==> config.mk <==
export PLATFORM = sky130hd
export DESIGN_NAME = bsc_engine
export DESIGN_NICKNAME = d
export VERILOG_FILES = /design/src/hdl/bsc_pkg.sv /design/src/hdl/bsc_engine.sv
export VERILOG_INCLUDE_DIRS = /design/src /design/src/hdl
export SDC_FILE = /design/constraint.sdc
export NUM_CORES = 1
export LEC_CHECK = 0
export BUFFER_PORTS_ARGS = -buffer_cell sky130_fd_sc_hd__buf_2
export CAP_MARGIN = 20
export CELL_PAD_IN_SITES_DETAIL_PLACEMENT = 1
export CELL_PAD_IN_SITES_GLOBAL_PLACEMENT = 1
export CORE_ASPECT_RATIO = 0.6
export CORE_MARGIN = 1.5
export CORE_UTILIZATION = 26
export DETAILED_ROUTE_END_ITERATION = 12
export PLACE_DENSITY_LB_ADDON = 0.1
export REMOVE_ABC_BUFFERS = 1
export SETUP_SLACK_MARGIN = 0.05
export SKIP_LAST_GASP = 1
export SLEW_MARGIN = 20
export SYNTH_ARGS = -nofsm -noshare
export SYNTH_HDL_FRONTEND = slang
export SYNTH_HIERARCHICAL = 1
export SYNTH_SLANG_ARGS = --single-unit
==> constraint.sdc <==
create_clock -name i_core_clk -period 11.4 [get_ports i_core_clk]
set_input_delay 0.57 -clock i_core_clk [delete_from_list [all_inputs] [get_ports i_core_clk]]
set_output_delay 0.57 -clock i_core_clk [all_outputs]
set_load 0.1 [all_outputs]
==> src/hdl/bsc_defines.svh <==
`ifndef BSC_DEFINES_SVH
`define BSC_DEFINES_SVH

// ==========================================
// register addresses on the byte-wide register port
`define BSC_ADDR_RESULT_DATA 8'h91
`define BSC_ADDR_CONTROL     8'h92
`define BSC_ADDR_BYTE_INPUT  8'h93
`define BSC_ADDR_BIT_REVERSE 8'h94
`define BSC_ADDR_AUTO_CTRL   8'h96
`define BSC_ADDR_SECTOR_CNT  8'h97

// ==========================================
// control register fields
`define BSC_CTL_SEL_BIT      0
`define BSC_CTL_INIT_BIT     2
`define BSC_CTL_FLIP_BIT     4
`define BSC_CTL_BUSY_BIT     7
`define BSC_CTL_RW_MASK      8'h11

// ==========================================
// generator, reset, timing and fifo depth values
`define BSC_POLY             16'h1021
`define BSC_INIT_VALUE       16'hffff
`define BSC_ACC_RESET        16'h0000
`define BSC_BYTE_RESET       8'h00
`define BSC_STEPS_PER_BYTE   4'h8
`define BSC_FIFO_DEPTH       32

`endif

==> src/hdl/bsc_pkg.sv <==
package bsc_pkg;

    // ==========================================
    // register port request
    typedef struct packed {
        logic       wr;
        logic       rd;
        logic [7:0] addr;
        logic [7:0] wdata;
    } bsc_req_type;

    // ==========================================
    // register port answer
    typedef struct packed {
        logic       valid;
        logic [7:0] rdata;
    } bsc_rsp_type;

    typedef enum logic [0:0] {
        BSC_IDLE,
        BSC_SHIFT
    } bsc_state_type;

endpackage : bsc_pkg

==> src/hdl/bsc_engine.sv <==
`timescale 1ns/1ps
`include "bsc_defines.svh"
// Notes on behaviour
// - each byte is xored into the upper eight accumulator bits, lower bits kept
// - bit step: shift left, xor generator when bit 15 was one
// - exactly eight bit steps per byte before it counts processed
// - after eight steps the 16-bit remainder is the current result
// - byte bit 7 is most significant and enters the remainder first
// - one byte per input write, result updated after every byte
// - control flip bit presents the 16-bit result bit-reversed
// - generator always applied msb first regardless of reversal options

// ==========================================
// fifo of input bytes
module bsc_fifo #(
    parameter int WIDTH = 8,
    parameter int DEPTH = `BSC_FIFO_DEPTH
) (
    // clock and reset
    input  wire logic             i_clk,
    input  wire logic             i_rst_n,
    // fill side
    input  wire logic             i_in_valid,
    output logic                  o_in_ready,
    input  wire logic [WIDTH-1:0] i_in_data,
    // drain side
    output logic                  o_out_valid,
    input  wire logic             i_out_ready,
    output logic [WIDTH-1:0]      o_out_data
);
    localparam int AW = $clog2(DEPTH);

    typedef struct packed {
        logic [DEPTH-1:0][WIDTH-1:0] mem;
        logic [AW-1:0]               wp;
        logic [AW-1:0]               rp;
        logic [AW:0]                 cnt;
    } bsc_fifo_st_type;

    bsc_fifo_st_type st_q;
    bsc_fifo_st_type st_d;
    logic            push;
    logic            pop;

    // handshakes and flags
    assign o_in_ready  = (st_q.cnt != (AW+1)'(DEPTH));
    assign o_out_valid = (st_q.cnt != '0);
    assign o_out_data  = st_q.mem[st_q.rp];
    assign push        = i_in_valid && o_in_ready;
    assign pop         = o_out_valid && i_out_ready;

    // next state
    always_comb begin
        st_d = st_q;
        if (push) begin
            st_d.mem[st_q.wp] = i_in_data;
            st_d.wp = (st_q.wp == AW'(DEPTH-1)) ? '0 : st_q.wp + 1'b1;
        end
        if (pop) begin
            st_d.rp = (st_q.rp == AW'(DEPTH-1)) ? '0 : st_q.rp + 1'b1;
        end
        st_d.cnt = st_q.cnt + (AW+1)'(push) - (AW+1)'(pop);
    end

    // state register
    always_ff @(posedge i_clk or negedge i_rst_n) begin
        if (!i_rst_n) begin
            st_q <= '0;
        end else begin
            st_q <= st_d;
        end
    end
endmodule : bsc_fifo

// ==========================================
// crc engine top
module bsc_engine (
    // clock and reset
    input  wire logic           i_core_clk,
    input  wire logic           i_resetn,
    // register port
    input  wire bsc_pkg::bsc_req_type i_req,
    output bsc_pkg::bsc_rsp_type      o_rsp,
    // status
    output logic                o_busy,
    output logic                o_in_ready
);
    import bsc_pkg::*;

    typedef struct packed {
        logic [1:0]    rst_sync;
        bsc_state_type state;
        logic [15:0]   acc;
        logic [3:0]    steps;
        logic          sel_hi;
        logic          flip;
        logic [7:0]    rev;
        logic [7:0]    auto_ctl;
        logic [7:0]    sec_cnt;
        bsc_rsp_type   rsp;
        logic          busy;
        logic          in_ready;
    } bsc_st_type;

    bsc_st_type st_q;
    bsc_st_type st_d;
    logic       rst_n;
    logic       f_ready;
    logic       f_valid;
    logic [7:0] f_data;
    logic       f_pop;
    logic       in_push;

    // reverse bit order of a byte
    function automatic logic [7:0] rev8(input logic [7:0] v);
        logic [7:0] r;
        r = '0;
        for (int k = 0; k < 8; k++) begin
            r[k] = v[7-k];
        end
        return r;
    endfunction : rev8

    // one generator step, msb first
    function automatic logic [15:0] crc_step(input logic [15:0] a);
        logic [15:0] s;
        s = {a[14:0], 1'b0};
        return a[15] ? (s ^ `BSC_POLY) : s;
    endfunction : crc_step

    assign rst_n   = st_q.rst_sync[1];
    assign in_push = i_req.wr && (i_req.addr == `BSC_ADDR_BYTE_INPUT);
    assign f_pop   = f_valid && (st_q.state == BSC_IDLE);

    // input byte buffer
    bsc_fifo #(.WIDTH(8), .DEPTH(`BSC_FIFO_DEPTH)) u_fifo (
        .i_clk       (i_core_clk),
        .i_rst_n     (rst_n),
        .i_in_valid  (in_push),
        .o_in_ready  (f_ready),
        .i_in_data   (i_req.wdata),
        .o_out_valid (f_valid),
        .i_out_ready (f_pop),
        .o_out_data  (f_data)
    );

    // next state
    always_comb begin
        logic [15:0] res;
        res = '0;
        st_d = st_q;
        st_d.rst_sync = {st_q.rst_sync[0], 1'b1};
        st_d.rsp.valid = 1'b0;
        res = st_q.flip ? {rev8(st_q.acc[7:0]), rev8(st_q.acc[15:8])} : st_q.acc;
        // byte engine
        unique case (st_q.state)
            BSC_IDLE: begin
                if (f_valid) begin
                    st_d.acc = st_q.acc ^ {f_data, 8'h00};
                    st_d.steps = `BSC_STEPS_PER_BYTE;
                    st_d.state = BSC_SHIFT;
                end
            end
            BSC_SHIFT: begin
                st_d.acc = crc_step(st_q.acc);
                st_d.steps = st_q.steps - 4'h1;
                if (st_q.steps == 4'h1) begin
                    st_d.state = BSC_IDLE;
                end
            end
        endcase
        // register writes
        if (i_req.wr) begin
            case (i_req.addr)
                `BSC_ADDR_RESULT_DATA: begin
                    if (st_q.sel_hi) st_d.acc[15:8] = i_req.wdata;
                    else st_d.acc[7:0] = i_req.wdata;
                end
                `BSC_ADDR_CONTROL: begin
                    st_d.sel_hi = i_req.wdata[`BSC_CTL_SEL_BIT];
                    st_d.flip = i_req.wdata[`BSC_CTL_FLIP_BIT];
                    if (i_req.wdata[`BSC_CTL_INIT_BIT]) st_d.acc = `BSC_INIT_VALUE;
                end
                `BSC_ADDR_BIT_REVERSE: st_d.rev = rev8(i_req.wdata);
                `BSC_ADDR_AUTO_CTRL:   st_d.auto_ctl = i_req.wdata;
                `BSC_ADDR_SECTOR_CNT:  st_d.sec_cnt = i_req.wdata;
                default: ;
            endcase
        end
        // register reads
        if (i_req.rd) begin
            st_d.rsp.valid = 1'b1;
            case (i_req.addr)
                `BSC_ADDR_RESULT_DATA: st_d.rsp.rdata = st_q.sel_hi ? res[15:8] : res[7:0];
                `BSC_ADDR_CONTROL: st_d.rsp.rdata = {st_q.busy, 2'b00, st_q.flip, 3'b000,
                                                     st_q.sel_hi};
                `BSC_ADDR_BIT_REVERSE: st_d.rsp.rdata = st_q.rev;
                `BSC_ADDR_AUTO_CTRL:   st_d.rsp.rdata = st_q.auto_ctl;
                `BSC_ADDR_SECTOR_CNT:  st_d.rsp.rdata = st_q.sec_cnt;
                default:               st_d.rsp.rdata = `BSC_BYTE_RESET;
            endcase
        end
        st_d.busy = (st_d.state != BSC_IDLE) || f_valid;
        st_d.in_ready = f_ready;
    end

    assign o_rsp      = st_q.rsp;
    assign o_busy     = st_q.busy;
    assign o_in_ready = st_q.in_ready;

    // state register, reset released through two flops
    always_ff @(posedge i_core_clk or negedge i_resetn) begin
        if (!i_resetn) begin
            st_q <= '0;
        end else if (!st_q.rst_sync[1]) begin
            st_q.rst_sync <= st_d.rst_sync;
        end else begin
            st_q <= st_d;
        end
    end
endmodule : bsc_engine

Word-level counts from Yosys, hierarchy flattened:

Index checks and enable logic that the tools add are counted.

* output and inout bits: 11
* word-level logic and storage cells: 103
* bits of input ports: 20
* flip-flop bits (word level): 332

* add/subtract/negate cells: 5
* reduce and logical (&&, ||, !) cells: 13
* magnitude comparators: 3
* eq/ne operators: 11
* bitwise gates (word level): 3
* mux-type cells: 20

Operator list (number)
* bitwise mux 256 bit: 1
* equality test 8 bit (second input constant): 6
* two-way mux 16 bit: 3
* one-hot mux 21 bit (2 select lines): 1
* binary-select mux 8 bit (select 5 bit): 1
* demux 8 bit (select 5 bit): 1
* two-way mux 8 bit: 5
* one-hot mux 8 bit (5 select lines): 1
* one-hot mux 16 bit (2 select lines): 1
* two-way mux 21 bit: 1
* XOR 16 bit: 1
* two-way mux 13 bit: 1
* < comparator 5 x 6 -> 1 bit (second input constant): 2
* AND reduction 3 bit: 4
* adder 5 x 1 -> 5 bit (second input constant): 2
* equality test 5 bit (second input constant): 2
* two-way mux 5 bit: 2
* two-way mux 9 bit: 1
* adder 6 x 1 -> 6 bit: 1
* inequality test 6 bit (second input constant): 1
* nonzero test 6 bit: 1
* subtractor 6 x 1 -> 6 bit: 1
* greater-or-equal comparator 5 x 1 -> 1 bit (second input constant): 1
* logical AND 1 bit: 5
* other kinds (8): 9

Depth between registers and ports, before layout:

Gate-level depths: netlist of the first run.

* depth after elaboration: 8
* gate-level depth with buffers: 17
* depth with buffers taken out: 15

By module:

The synthesis of the first run kept the hierarchy.

By module, submodules not included
* bsc_fifo: instances 1, sequential area each 6806.5 um^2, cells an instance 822, area an instance 12540.8 um^2
* bsc_engine: instances 1, sequential area each 1501.4 um^2, cells an instance 366, area an instance 3784.9 um^2

Least setup slack after synthesis of the first run:

OpenSTA, ideal clock, no wires.

* kind: flip-flop to flip-flop
* start point: register st_q, in the netlist rst_n
* end point: register st_q, in the netlist o_rsp[1]
* slack: 3.030 ns
* cell stages (with the launch flop): 4
* arrival: 8.220 ns
* buffers on the path: 0
* clock period less this slack: 8.370 ns
* setup time: 0.151 ns
* required time: 11.249 ns
* path through: dfrtp_1 -> nand2_1 -> nor2_1 -> nor3_1

* word-level cells in the longest chain between the ends: 1

Ends and longest elaborated chain
* start, declared: RTL line bsc_engine.sv:105 `bsc_st_type st_q;`
* start signal, assigned: RTL line bsc_engine.sv:218 `st_q <= st_d;`
* AND reduction 2 bit (no source line)

Every way passes these cells.
A chain may end at the register's enable or synchronous reset.

==> results of run 1 <==
flip-flops by register name (all words and copies together) (netlist names):
name	flops
u_fifo/st_q	272
st_q	47
o_rsp	9
o_busy	1
o_in_ready	1
rst_n	1
st_d	1
cell families (layout without fill, tap and decap cells):
kind of cell,Yosys count,count (layout),synth area share
xor gates and xnor gates,6,6,0.00322
AOI/OAI and AO/OA,142,142,0.0619
buffers and inverters,113,134,0.0316
DFF,332,332,0.509
and+or+nand+nor,204,204,0.0753
muxes,371,371,0.304
other,1,4,0.000230
adders and majority gates,19,19,0.0150
Yosys cell counts (5+ instances only):
cell type | count | share of area
a211oi_1 | 9 | 0.0041
a21oi_1 | 15 | 0.0046
a221o_1 | 8 | 0.0049
a221oi_1 | 8 | 0.0043
and2_1 | 6 | 0.0023
and3_1 | 8 | 0.0031
buf_1 | 5 | 0.0011
buf_2 | 24 | 0.0074
buf_4 | 12 | 0.0055
clkbuf_1 | 47 | 0.011
dfrtp_1 | 332 | 0.51
ha_1 | 18 | 0.014
inv_1 | 22 | 0.0051
mux2_2 | 284 | 0.20
mux2i_1 | 13 | 0.0080
mux4_2 | 71 | 0.098
nand2_1 | 50 | 0.011
nand2_2 | 5 | 0.0019
nand2_4 | 6 | 0.0041
nand2b_1 | 7 | 0.0027
nand3_1 | 14 | 0.0043
nor2_1 | 31 | 0.0071
nor2b_1 | 14 | 0.0054
nor3_1 | 10 | 0.0031
nor3b_1 | 6 | 0.0028
nor4_1 | 9 | 0.0034
nor4bb_1 | 8 | 0.0049
o21ai_0 | 22 | 0.0067
o22ai_1 | 32 | 0.012
o2bb2ai_1 | 8 | 0.0043
o31ai_1 | 5 | 0.0023
metal layers:
layer  GRT usage  routed length, um  share of wire  vias up
met5           0                  0              0        -
met4      0.0269                625          0.012        0
met3      0.0276               2080          0.041       51
met2       0.210              19400           0.38      164
met1       0.277              29200           0.57     5574
li1            -                  -              -     4450
worst min path at each step:
stage	slack (ps)	cells past startpoint	endpoint
after global placement	340	0	rst_n
after CTS	230	2	st_q[36]
after global routing	270	2	st_d[59]
after floorplan	270	0	o_busy
final	210	2	st_q[47]
after detailed placement	340	0	rst_n
power breakdown:
part           internal (uW)  switching [uW]  total (uW)  leakage, uW
registers               1240             152        1390      0.00455
logic                    297             463         760      0.00352
clock network            672             518        1190     0.000578
total                   2210            1130        3340      0.00865
layout by cell type, fill, tap and decap left out, types with 6 or more instances in the layout:
cell type | Yosys | routed
mux4_2 | 71 | 71
a221o_1 | 8 | 8
nor2b_1 | 14 | 14
o2bb2ai_1 | 8 | 8
nand2_1 | 50 | 50
nor2_1 | 31 | 31
nand2b_1 | 7 | 7
a21oi_1 | 15 | 15
nand3_1 | 14 | 14
ha_1 | 18 | 18
mux2_2 | 284 | 284
nor4_1 | 9 | 9
buf_2 | 24 | 30
dfrtp_1 | 332 | 329
nor3b_1 | 6 | 6
and3_1 | 8 | 8
and2_1 | 6 | 6
a221oi_1 | 8 | 8
nor3_1 | 10 | 10
o21ai_0 | 22 | 22
o22ai_1 | 32 | 32
buf_4 | 12 | 17
mux2i_1 | 13 | 13
clkbuf_8 | 0 | 8
nor4bb_1 | 8 | 7
clkbuf_16 | 0 | 37
inv_1 | 22 | 22
clkinv_2 | 0 | 8
a211oi_1 | 9 | 9
nand2_4 | 6 | 6
per-stage QoR:
step	power (uW)	cell area (um^2)	hold WS (ps)	setup slack, ps	util
floorplan	1860	15900	274	2440	-
global placement	2180	17200	341	7240	0.280
detailed placement	2190	17200	340	7290	0.280
CTS	3410	18400	235	7270	0.299
global route	3530	18400	271	6880	0.299
finish	3340	18400	211	7310	0.299
layout make-up:
class                      instances  share of cell area
clock buffer                      50              0.0573
antenna                            3            0.000408
inverter                          22             0.00448
multi-input combinational        743               0.408
sequential                       332               0.452
tap                              828              0.0563
timing repair buffer              48              0.0159
clock inverter                    14             0.00605
==> flow_results.org, run 1 <==
** Setup path
- At the worst endpoint, the required time is 11830 ps.
- Buf+Inv Stages, Crit Path :: 1
- Worst reg2reg endpoint :: st_q[50]
- In this design, the stage delay of the slowest critical-path cell is between 900 and 1000 ps.
- Worst Setup Path Type :: register to register
- Critical path peak fanout :: 36
- The worst setup path is captured at a register.
- On the critical path the largest part of the delay comes from compound AO/OA/AOI/OAI gates.
- CP startpoint kind :: register
- Worst setup path endpoint :: st_q[50]
- CP Cell Sequence :: buf_4 -> mux4_2 -> o22ai_1 -> nor4_1 -> nor4bb_1 -> a221o_1 -> o211ai_1 -> nand3_1
- The startpoint identified for the worst register-to-register timing path is u_fifo/st_q[6].
- Counting buffers and inverters, the worst setup path is 8 cells deep.
- The setup check on the worst reg-to-reg path leaves a slack of 7310 ps.
- Slowest CP cell :: dfrtp_4
- STA puts the critical path data arrival time at ~4500 ps.
- Worst reg2reg path depth :: 8
- The most critical setup path has its startpoint at u_fifo/st_q[6].

** Drt
- Detailed-route via count :: about 10k
- The detailed router finished its first iteration with approximately 570 violations.
- Once detail routing completed, the nets flagged for antenna violations numbered 0.
- For this block, the routed nets add up to ~50000 um of wire.
- After detailed routing, the average wire length per cell comes to ~25 um.
- After detailed routing, the number of remaining DRC violations is 0.
- TritonRoute pass-1 iters :: 4
- Via density per instance :: between 5 and 6

** Floorplan
- Floorplan die area :: approximately 64000 um^2
- In this run the vertical extent of the chip is between 150 and 200 um.
- Starting density of the core :: 0.266
- Die span in x :: around 330 um
- Row generation in the floorplan step produced 70 rows.
- During I/O placement, the number of pins put on the boundary was 31.
- The core region is between 60000 and 70000 um^2.

** Synth
- Count of flip-flops with a built-in enable after synthesis :: 0
- Synthesis produced a netlist whose cell count is 1188.
- Average cell area after synthesis :: around 14 um^2
- The synthesized design contains about 330 register bits.
- Synthesized cell area :: around 16000 um^2
- Number of distinct standard cells referenced by the synthesized netlist :: 74
- Most instantiated flip-flop cell in the synthesis netlist :: dfrtp_1
- Of the synthesized area, sequential elements account for 0.509.
- In the synthesized netlist the async set-or-reset flop fraction comes to 1.00.
- The Yosys step of the flow raised 6 warnings.

** Placed design
- Routability congestion estimate :: around 0.74
- Including well taps, the total number of placed cells is 1972.
- Port Buffers :: 30
- DPL Wire Length :: 33500 um

** Timing
- Number of max-slew violations in the final report :: 0
- Measured against its own limit, the worst slew margin works out to 0.331.
- Post-route setup TNS :: 0 ps
- Achievable frequency :: about 0.24 GHz
- Portion of the clock cycle consumed by the worst path in the final layout :: 0.359
- Worst clock skew :: 26.2 ps
- The number of hold-slack violations in the final timing report came to 0.
- Clock period minus worst slack :: ~4000 ps
- At the pin with the least slew margin, the transition time is about 1000 ps.
- Final Setup Violations :: 0
- Setup repair after global routing left no endpoint under its margin.

** GRT
- The first global-routing pass estimated between 70000 and 80000 um of wire.
- Global route overflow :: 0
- Maximum number of pins on one net before global-route repair :: 75
- Antenna violations before repair :: 4
- In the global route stage, overall resource usage came out at 0.163.
- The via count of the first global-routing pass is 10.8k.

** CTS
- Sink count of the clock tree :: 332
- Counting the buffers created by CTS gives 36.
- Buffers inserted to repair hold after CTS numbered 0.
- Quantity of gates resized following cts :: 0
- Maximum number of buffers from clock root to sink :: 3
- The root buffer cell chosen for the clock tree is clkbuf_16.
- H-tree lvl count :: 2
- Number of setup buffers added after CTS :: 0
- TritonCTS built the clock tree.
- Post-CTS clock slew at the launch and capture registers of the worst setup and hold paths :: approximately 70 ps
- Clock latency on the worst-skew pair :: 550 ps

** Pwr
- For this design the static power due to leakage is between 0.008 and 0.009 uW.
- Power per standard cell area :: between 150 and 200 nW/um^2
- Across the VDD grid, the largest voltage drop is about 0.077 mV.

** Layout
- Share of cells above drive strength 1 :: 0.406
- Post-layout instance count excluding filler cells :: between 2k and 2.5k
- The sequential cells in the finished layout cover a total of between 8000 and 9000 um^2.
- Summing all multi-input logic gate instances after layout gives between 7000 and 8000 um^2.
- In the final design database the tool counted roughly 1.2k nets.
- Area growth from synthesis to final layout :: 12.8%
- Filler cells :: between 6k and 7k

** Status
- The flow ran to the end, and the final reports show no timing, DRC or antenna violations.

** Run
- Maximum capacitance violations :: 0

** Worst hold path
- Worst Hold Class :: input port to async pin
No activity file was read; power rests on OpenSTA's default activity.
==> run 2, diff against run 1 <==
==> constraint.sdc (replaced) <==
create_clock -name i_core_clk -period 3.3 [get_ports i_core_clk]
set_input_delay 0.165 -clock i_core_clk [delete_from_list [all_inputs] [get_ports i_core_clk]]
set_output_delay 0.165 -clock i_core_clk [all_outputs]
set_load 0.1 [all_outputs]
==> run 2 against run 1 <==
Net effect:
- setup slack worse by 7100 ps
- cell count is 1.9% higher
- critical path depth is 5 higher
- clock-buffer cell count is 6 higher
==> flow_results.org, run 2 (synthesis results as in run 1) <==
** Floorplan
- Number of I/O pins :: 31 (unchanged)
- The starting density of the core came to 0.266 (unchanged).
- Number of placement rows :: 70 (unchanged)
- Area of the core region :: 61500 um^2 (unchanged)
- The die footprint was 64400 um^2 (unchanged).
- The die width is 327 um (unchanged).
- Vertical die dimension :: 197 um (unchanged)

** Drt
- Remaining design rule violation count :: 0 (unchanged)
- Final Routed Wirelength :: 52000 um (was 51400 um)
- The count of nets left with antenna violations after detail routing came to 0 (unchanged).
- The total number of vias is 10.3k (was 10.2k).
- The detail-routed net length per standard cell was 25.0 um (was 25.2 um).
- TritonRoute pass-1 iters :: 4 (unchanged)
- The detail-routed via count per cell came to 4.98 (was 5.02).
- Detailed Route Iter0 Violations :: 610 (was 569)

** Layout
- Area growth from synthesis to final layout :: 15.6% (was 12.8%)
- The number of flip-flops in the largest register is 272 (unchanged).
- Commonest cells after routing, fill and taps aside :: dfrtp_1, mux2_2, mux4_2 (unchanged)
- The most frequent standard cell in the layout excluding fill and tap cells is dfrtp_1 (unchanged).
- The fraction of final layout cells sized beyond drive strength 1 was 0.423 (was 0.406).
- Filler cells :: 6550 (was 6547)
- Final Instance Area :: 18900 um^2 (was 18400 um^2)
- Nets :: 1260 (was 1222)
- The final standard cell count with taps included and fillers excluded was 2078 (was 2040).
- Register with the highest flop count :: u_fifo/st_q (unchanged)

** Pwr
- The ratio of total power to cell area was 642 nW/um^2 (was 182 nW/um^2).
- The internal cell power came to 8160 uW (was 2210 uW).
- Switching share of power :: 0.326 (was 0.339)
- Total net switching power :: 3950 uW (was 1130 uW)
- The clock power share was 0.355 (was 0.356).
- The worst vdd rail ir drop is 0.347 mV (was 0.0774 mV).
- Logic gate share of total power :: 0.258 (was 0.227)
- Reg power frac :: 0.387 (was 0.417)
- The leakage power of the design is 0.00890 uW (was 0.00865 uW).

** Setup path
- Setup crit end kind :: register (unchanged)
- The sort of element at the start of the critical path is a register (unchanged).
- The delay contributed by the slowest stage of the critical path is 520 ps (was 950 ps).
- The dominant delay contributor by cell family on the critical path is simple AND/OR/NAND/NOR gates (was compound AO/OA/AOI/OAI gates).
- Slowest CP cell :: or4bb_1 (was dfrtp_4)
- Buf+Inv Stages, Crit Path :: 3 (was 1)
- CP Cell Sequence: inv_1 -> ha_1 -> or4bb_1 -> nor2b_1 -> nand2_1 -> inv_1 -> ha_1 -> inv_1 -> ha_1 -> a21o_1 -> a21oi_1 -> nor4b_1 -> a2111oi_0 (was buf_4 -> mux4_2 -> o22ai_1 -> nor4_1 -> nor4bb_1 -> a221o_1 -> o211ai_1 -> nand3_1).
- Data arrival time at the worst-slack endpoint :: 3480 ps (was 4520 ps)
- CP required :: 3700 ps (was 11830 ps)
- Reg2reg setup slack :: 220 ps (was 7310 ps)
- The biggest fanout along the worst timing path came to 3 (was 36).
- Worst Setup Path Type :: register to register (unchanged)

** Timing
- The worst relative slew slack is 0.284 (was 0.331).
- Setup repair after global routing missed its margin :: no (unchanged)
- The worst clock skew is 16.1 ps (was 26.2 ps).
- The final clock period utilization by the worst path is 0.933 (was 0.359).
- The timing-limited maximum frequency came to 0.325 GHz (was 0.245 GHz).
- Hold_ws :: 122 ps (was 211 ps)
- The setup slack after layout came to 220 ps (was 7310 ps).
- The number of hold-slack violations in the final timing report came to 0 (unchanged).
- Number of max-slew violations in the final report :: 0 (unchanged)
- The setup-violating endpoint count in the final report is 0 (unchanged).
- Clock period minus worst slack :: 3080 ps (was 4090 ps)
- Actual slew at the worst max-slew pin :: 1070 ps (was 1000 ps)

** Worst hold path
- The path type of the worst min-delay path is input port to register (was input port to async pin).

** GRT
- The total global routing overflow was 0 (unchanged).
- The via count of the first global-routing pass came to 11.2k (was 10.8k).
- Combined global-route utilization of all metal layers :: 0.166 (was 0.163)
- Antenna violations before repair :: 4 (unchanged)
- Maximum number of pins on one net before global-route repair :: 125 (was 75)
- The global-route wire length before repair is 79400 um (was 77900 um).

** Placed design
- The minimum setup slack after placement came to -95.1 ps (was 7290 ps).
- Routability congestion estimate :: 0.776 (was 0.743)
- The number of port buffers is 30 (unchanged).
- The total cell area at the placement stage was 17600 um^2 (was 17200 um^2).
- DP Cell Count :: 2008 (was 1972)
- The placed wire-length estimate was 35600 um (was 33500 um).

** Status
- Run status: completed (unchanged).

** CTS
- Maximum number of buffers from clock root to sink :: 3 (unchanged)
- The total clock buffers created by CTS is 38 (was 36).
- The clock tree root buffer cell is clkbuf_16 (unchanged).
- The number of levels in the clock H-tree came to 2 (unchanged).
- The number of clock sinks was 332 (unchanged).
- Clock latency on the worst-skew pair :: 550 ps (about the same)
- The clock tree from TritonCTS is built (unchanged).
- The clock transition at the register clock pins on the worst setup and hold paths after CTS came to 70 ps (about the same).

** Run
- The max-cap check violation count was 0 (unchanged).
[run 2: cell count changes in the layout (fill, tap and decap cells not counted), sizes merged]
cell         previous run  this run
buf                    48        83
bufinv                  1         2
clkbuf                 50        56
clkinv                  9         4
clkinvlp                2         0
diode                   3         6
dlygate4sd3             0         1
inv                    24        23
[run 2: through the flow]
step / TNS [ps] / power [uW] / utilization
finish: 0 / 12100 / 0.307
CTS: 0 / 12300 / 0.306
floorplan: -1764300 / 6440 / -
global route: 0 / 12800 / 0.307
detailed placement: -95.1 / 7900 / 0.286
global placement: -127 / 7860 / 0.286
[run 2: final timing paths]
path,from,endpoint,cells past startpoint
worst min-delay path,i_req[2],st_q[51],3
max in group asynchronous,rst_n,u_fifo/st_q[204],2
worst min register to register,st_d[59],rst_n,0
worst max-delay path,u_fifo/st_q[4],u_fifo/st_q[5],13
worst max register to register,u_fifo/st_q[4],u_fifo/st_q[5],13
min in group asynchronous,i_resetn,o_busy,2
[run 2: repair_timing]
action | in CTS | in global routing
endpoints found under the setup margin | 2 | 3
buffers inserted | 0 | 0
endpoints found under the hold margin | 35 | 0
gates resized for setup | 2 | 4
pin swaps | 0 | 0
hold buffers | 1 | 0
[run 2: worst min-delay path: cells and delay by family]
kind                   cells  cell delay (ps)
AO/OA/AOI/OAI              2              210
buffers and inverters      1              240
[run 2: routing by layer]
metal  share of wire  wire (um)  GRT usage
met3           0.069       3610     0.0359
met2            0.37      19400      0.210
met1            0.55      28400      0.279
met4           0.012        622     0.0300
met5               0          0          0
[run 2: layout make-up]
type                            instances  area [um^2]  share of cell area
Inverter                               22         82.6             0.00438
Multi-Input combinational cell        743         7550               0.400
Timing Repair Buffer                   84          633              0.0336
Antenna cell                            6         15.0            0.000796
Tap cell                              828         1040              0.0549
Sequential cell                       332         8320               0.441
Clock buffer                           56         1140              0.0606
Clock inverter                          7         88.8             0.00471
[run 2: power by group through the flow]
stage	logic [uW]	registers (uW)	clock network, uW
3_5_place_dp	3160	4740	0
5_1_grt	3450	4720	4650
4_1_cts	3180	4670	4500
3_3_place_gp	3120	4730	0
6_report	3130	4680	4300
2_1_floorplan	1470	4970	0
==> run 3, diff against run 2 <==
--- a/config.mk
+++ b/config.mk
@@ -7,8 +7,7 @@
 export NUM_CORES = 1
 export LEC_CHECK = 0
 export BUFFER_PORTS_ARGS = -buffer_cell sky130_fd_sc_hd__buf_2
-export CAP_MARGIN = 20
-export CELL_PAD_IN_SITES_DETAIL_PLACEMENT = 1
+export CELL_PAD_IN_SITES_DETAIL_PLACEMENT = 0
 export CELL_PAD_IN_SITES_GLOBAL_PLACEMENT = 1
 export CORE_ASPECT_RATIO = 0.6
 export CORE_MARGIN = 1.5
==> run 3 against run 2 <==
Net effect:
- critical path depth fell by 5
- non-clock buffer count did not move
- hold slack improved by 17 ps
- clock-buffer cell count fell by 5
- cell count barely moved
- critical endpoint is now st_q[53]
- highest routed layer unchanged
==> flow_results.org, run 3 (synthesis results as in run 1) <==
** Pwr
- Maximum VDD drop :: 0.311 mV (was 0.347 mV)
- The leakage power of the design is 0.00895 uW (was 0.00890 uW).
- The ratio of total power to cell area was 658 nW/um^2 (was 642 nW/um^2).

** Worst hold path
- Worst hold path cell count :: 3 (unchanged)
- The end point of the most critical hold path is st_q[51] (unchanged).
- Hold Path Origin :: i_req[2] (unchanged)
- The path type of the worst min-delay path is input port to register (unchanged).

** Setup path
- Critical path peak fanout :: 12 (was 3)
- Slowest CP cell :: dfrtp_4 (was or4bb_1)
- Worst reg2reg path depth :: 8 (was 13)
- CP Cell Sequence: buf_12 -> mux4_2 -> o22ai_1 -> nor4_2 -> nor4bb_1 -> a221oi_1 -> o31ai_1 -> a311o_1 (was inv_1 -> ha_1 -> or4bb_1 -> nor2b_1 -> nand2_1 -> inv_1 -> ha_1 -> inv_1 -> ha_1 -> a21o_1 -> a21oi_1 -> nor4b_1 -> a2111oi_0).
- CP required :: 3720 ps (was 3700 ps)
- Reg2reg setup slack :: 150 ps (was 220 ps)
- The delay contributed by the slowest stage of the critical path was 620 ps (was 520 ps).
- Buf+Inv Stages, Crit Path :: 1 (was 3)
- The start of the worst register-to-register path is u_fifo/st_q[6] (was u_fifo/st_q[4]).
- Data arrival time at the worst-slack endpoint :: 3570 ps (was 3480 ps)
- The endpoint of the lowest-slack register-to-register path is st_q[53] (was u_fifo/st_q[5]).
- CP startpoint kind :: register (unchanged)
- Setup crit end kind :: register (unchanged)
- The type of the setup path with the least slack is register to register (unchanged).
- The dominant delay contributor by cell family on the critical path is compound AO/OA/AOI/OAI gates (was simple AND/OR/NAND/NOR gates).

** Timing
- Clock period minus worst slack :: 3150 ps (was 3080 ps)
- Setup repair after global routing missed its margin :: yes (was no)
- Worst clock skew :: 26.6 ps (was 16.1 ps)
- The final clock period utilization by the worst path was 0.953 (was 0.933).
- The transition time at the pin with the least slew margin is 1100 ps (was 1070 ps).
- Worst relative slew slack :: 0.265 (was 0.284)
- Number of max-slew violations in the final report :: 0 (unchanged)
- Final Hold Viols :: 0 (unchanged)
- Final Setup Violations :: 0 (unchanged)
- Hold_ws :: 140 ps (was 122 ps)
- The sum of negative setup slack is 0 ps (unchanged).
- Achievable frequency :: 0.318 GHz (was 0.325 GHz)

** GRT
- Maximum number of pins on one net before global-route repair :: 125 (unchanged)
- The initial antenna violation count came to 2 (was 4).
- First-pass GRT wire length :: 75900 um (was 79400 um)
- The total global routing overflow came to 0 (unchanged).
- The via count of the first global-routing pass came to 10.5k (was 11.2k).
- Combined global-route utilization of all metal layers :: 0.159 (was 0.166)

** Floorplan
- Number of I/O pins :: 31 (unchanged)
- Number of placement rows :: 70 (unchanged)
- The floorplan core area came to 61500 um^2 (unchanged).
- The starting density of the core was 0.266 (unchanged).
- Die span in x :: 327 um (unchanged)
- The die footprint came to 64400 um^2 (unchanged).
- Vertical die dimension :: 197 um (unchanged)

** CTS
- Sink count of the clock tree :: 332 (unchanged)
- H-tree lvl count :: 2 (unchanged)
- The clock tree root buffer cell is clkbuf_16 (unchanged).
- Clock tree from TritonCTS :: built (unchanged)
- The insertion delay of the later-clocked pin in the worst-skew pair is 560 ps (was 550 ps).
- Post-CTS clock slew at the launch and capture registers of the worst setup and hold paths :: 60 ps (was 70 ps)
- The count of buffers added by post-CTS timing repair for setup came to 0 (unchanged).
- Maximum number of buffers from clock root to sink :: 3 (unchanged)
- The total clock buffers created by CTS is 36 (was 38).

** Layout
- Area growth from synthesis to final layout :: 16.3% (was 15.6%)
- Share of cells above drive strength 1 :: 0.427 (was 0.423)
- Commonest cells after routing, fill and taps aside: dfrtp_1, mux2_2, mux4_2 (unchanged).
- The most frequent standard cell in the layout excluding fill and tap cells is dfrtp_1 (unchanged).
- The register ranked first by flip-flop count is u_fifo/st_q (unchanged).
- Core occupancy in the finished layout :: 0.309 (was 0.307)
- Max reg flops :: 272 (unchanged)
- Nets :: 1258 (was 1260)

** Drt
- The number of iterations in the first detailed-routing pass was 4 (unchanged).
- The detail-routed via count per cell came to 4.95 (was 4.98).
- Detailed-route via count :: 10.3k (about the same)
- The total detailed-routing wirelength came to 50500 um (was 52000 um).
- Remaining design rule violation count :: 0 (unchanged)
- Detailed Route Iter0 Violations :: 600 (was 610)
- WL per Instance :: 24.3 um (was 25.0 um)
- Final ANT Viol Nets :: 0 (unchanged)

** Placed design
- The number of port buffers is 30 (unchanged).
- Routability congestion estimate :: 0.776 (unchanged)
- DPL Wire Length :: 34100 um (was 35600 um)

** Run
- The max-cap check violation count was 0 (unchanged).

** Status
- Run status: completed (unchanged).
## run 3: cell types whose count changed in the layout (fill, tap and decap cells not counted), moves of 2 or more
cell	previous run	this run
bufinv_16	2	8
clkbuf_16	41	38
clkbuf_8	6	8
diode_2	6	4
clkbuf_1	9	5
## run 3: layout make-up
class | count | area, um^2
Fill cell | 6201 | 42500
Clock buffer | 51 | 1080
Multi-Input combinational cell | 743 | 7540
Sequential cell | 332 | 8320
Timing Repair Buffer | 84 | 633
Antenna cell | 4 | 10.0
Tap cell | 828 | 1040
Clock inverter | 13 | 279
Inverter | 22 | 82.6
## run 3: report_power, final
group          switching, uW  leakage (uW)  internal, uW
clock network           1800      0.000664          2910
registers                367       0.00455          4290
logic                   1810       0.00374          1310
total                   3980       0.00895          8520
## run 3: repair_timing
| action | 4_1_cts | 5_1_grt |
|---|---|---|
| resized for setup | 2 | 4 |
| endpoints found under the setup margin | 2 | 3 |
| hold buffers | 1 | 0 |
| endpoints found under the hold margin | 35 | 0 |
## run 3: per-stage QoR
stage / cell area [um^2] / setup slack, ps / power, uW / cells
finish: 19000 / 154 / 12500 / 2077
global route: 19000 / 12.1 / 13200 / 2073
CTS: 19000 / 35.7 / 12700 / 2073
detailed placement: 17600 / -102 / 7850 / 2008
global placement: 17600 / -127 / 7860 / 2008
floorplan: 15900 / -5660 / 6440 / 1097
## run 3: how the worst max path moves through the flow
stage,start,to,slack (ps),cells past startpoint
after global placement,u_fifo/st_q[6],st_q[52],-130,8
final,u_fifo/st_q[6],st_q[53],150,8
after global routing,u_fifo/st_q[6],st_q[52],10,8
after detailed placement,u_fifo/st_q[6],st_q[52],-100,8
after floorplan,rst_n,st_q[53],-5660,4
after CTS,u_fifo/st_q[6],st_q[52],40,8
## run 3: worst reg2reg max path: stages (launching register included)
cell and delay, ps:
dfrtp_4 620, buf_12 220, mux4_2 540, o22ai_1 460
nor4_2 190, nor4bb_1 180, a221oi_1 360, o31ai_1 120
a311o_1 330
## run 3: layer usage
| metal | GRT usage | part of all wire |
|---|---|---|
| met1 | 0.272 | 0.58 |
| met5 | 0 | 0 |
| met2 | 0.196 | 0.36 |
| met4 | 0.0237 | 0.010 |
| met3 | 0.0344 | 0.050 |
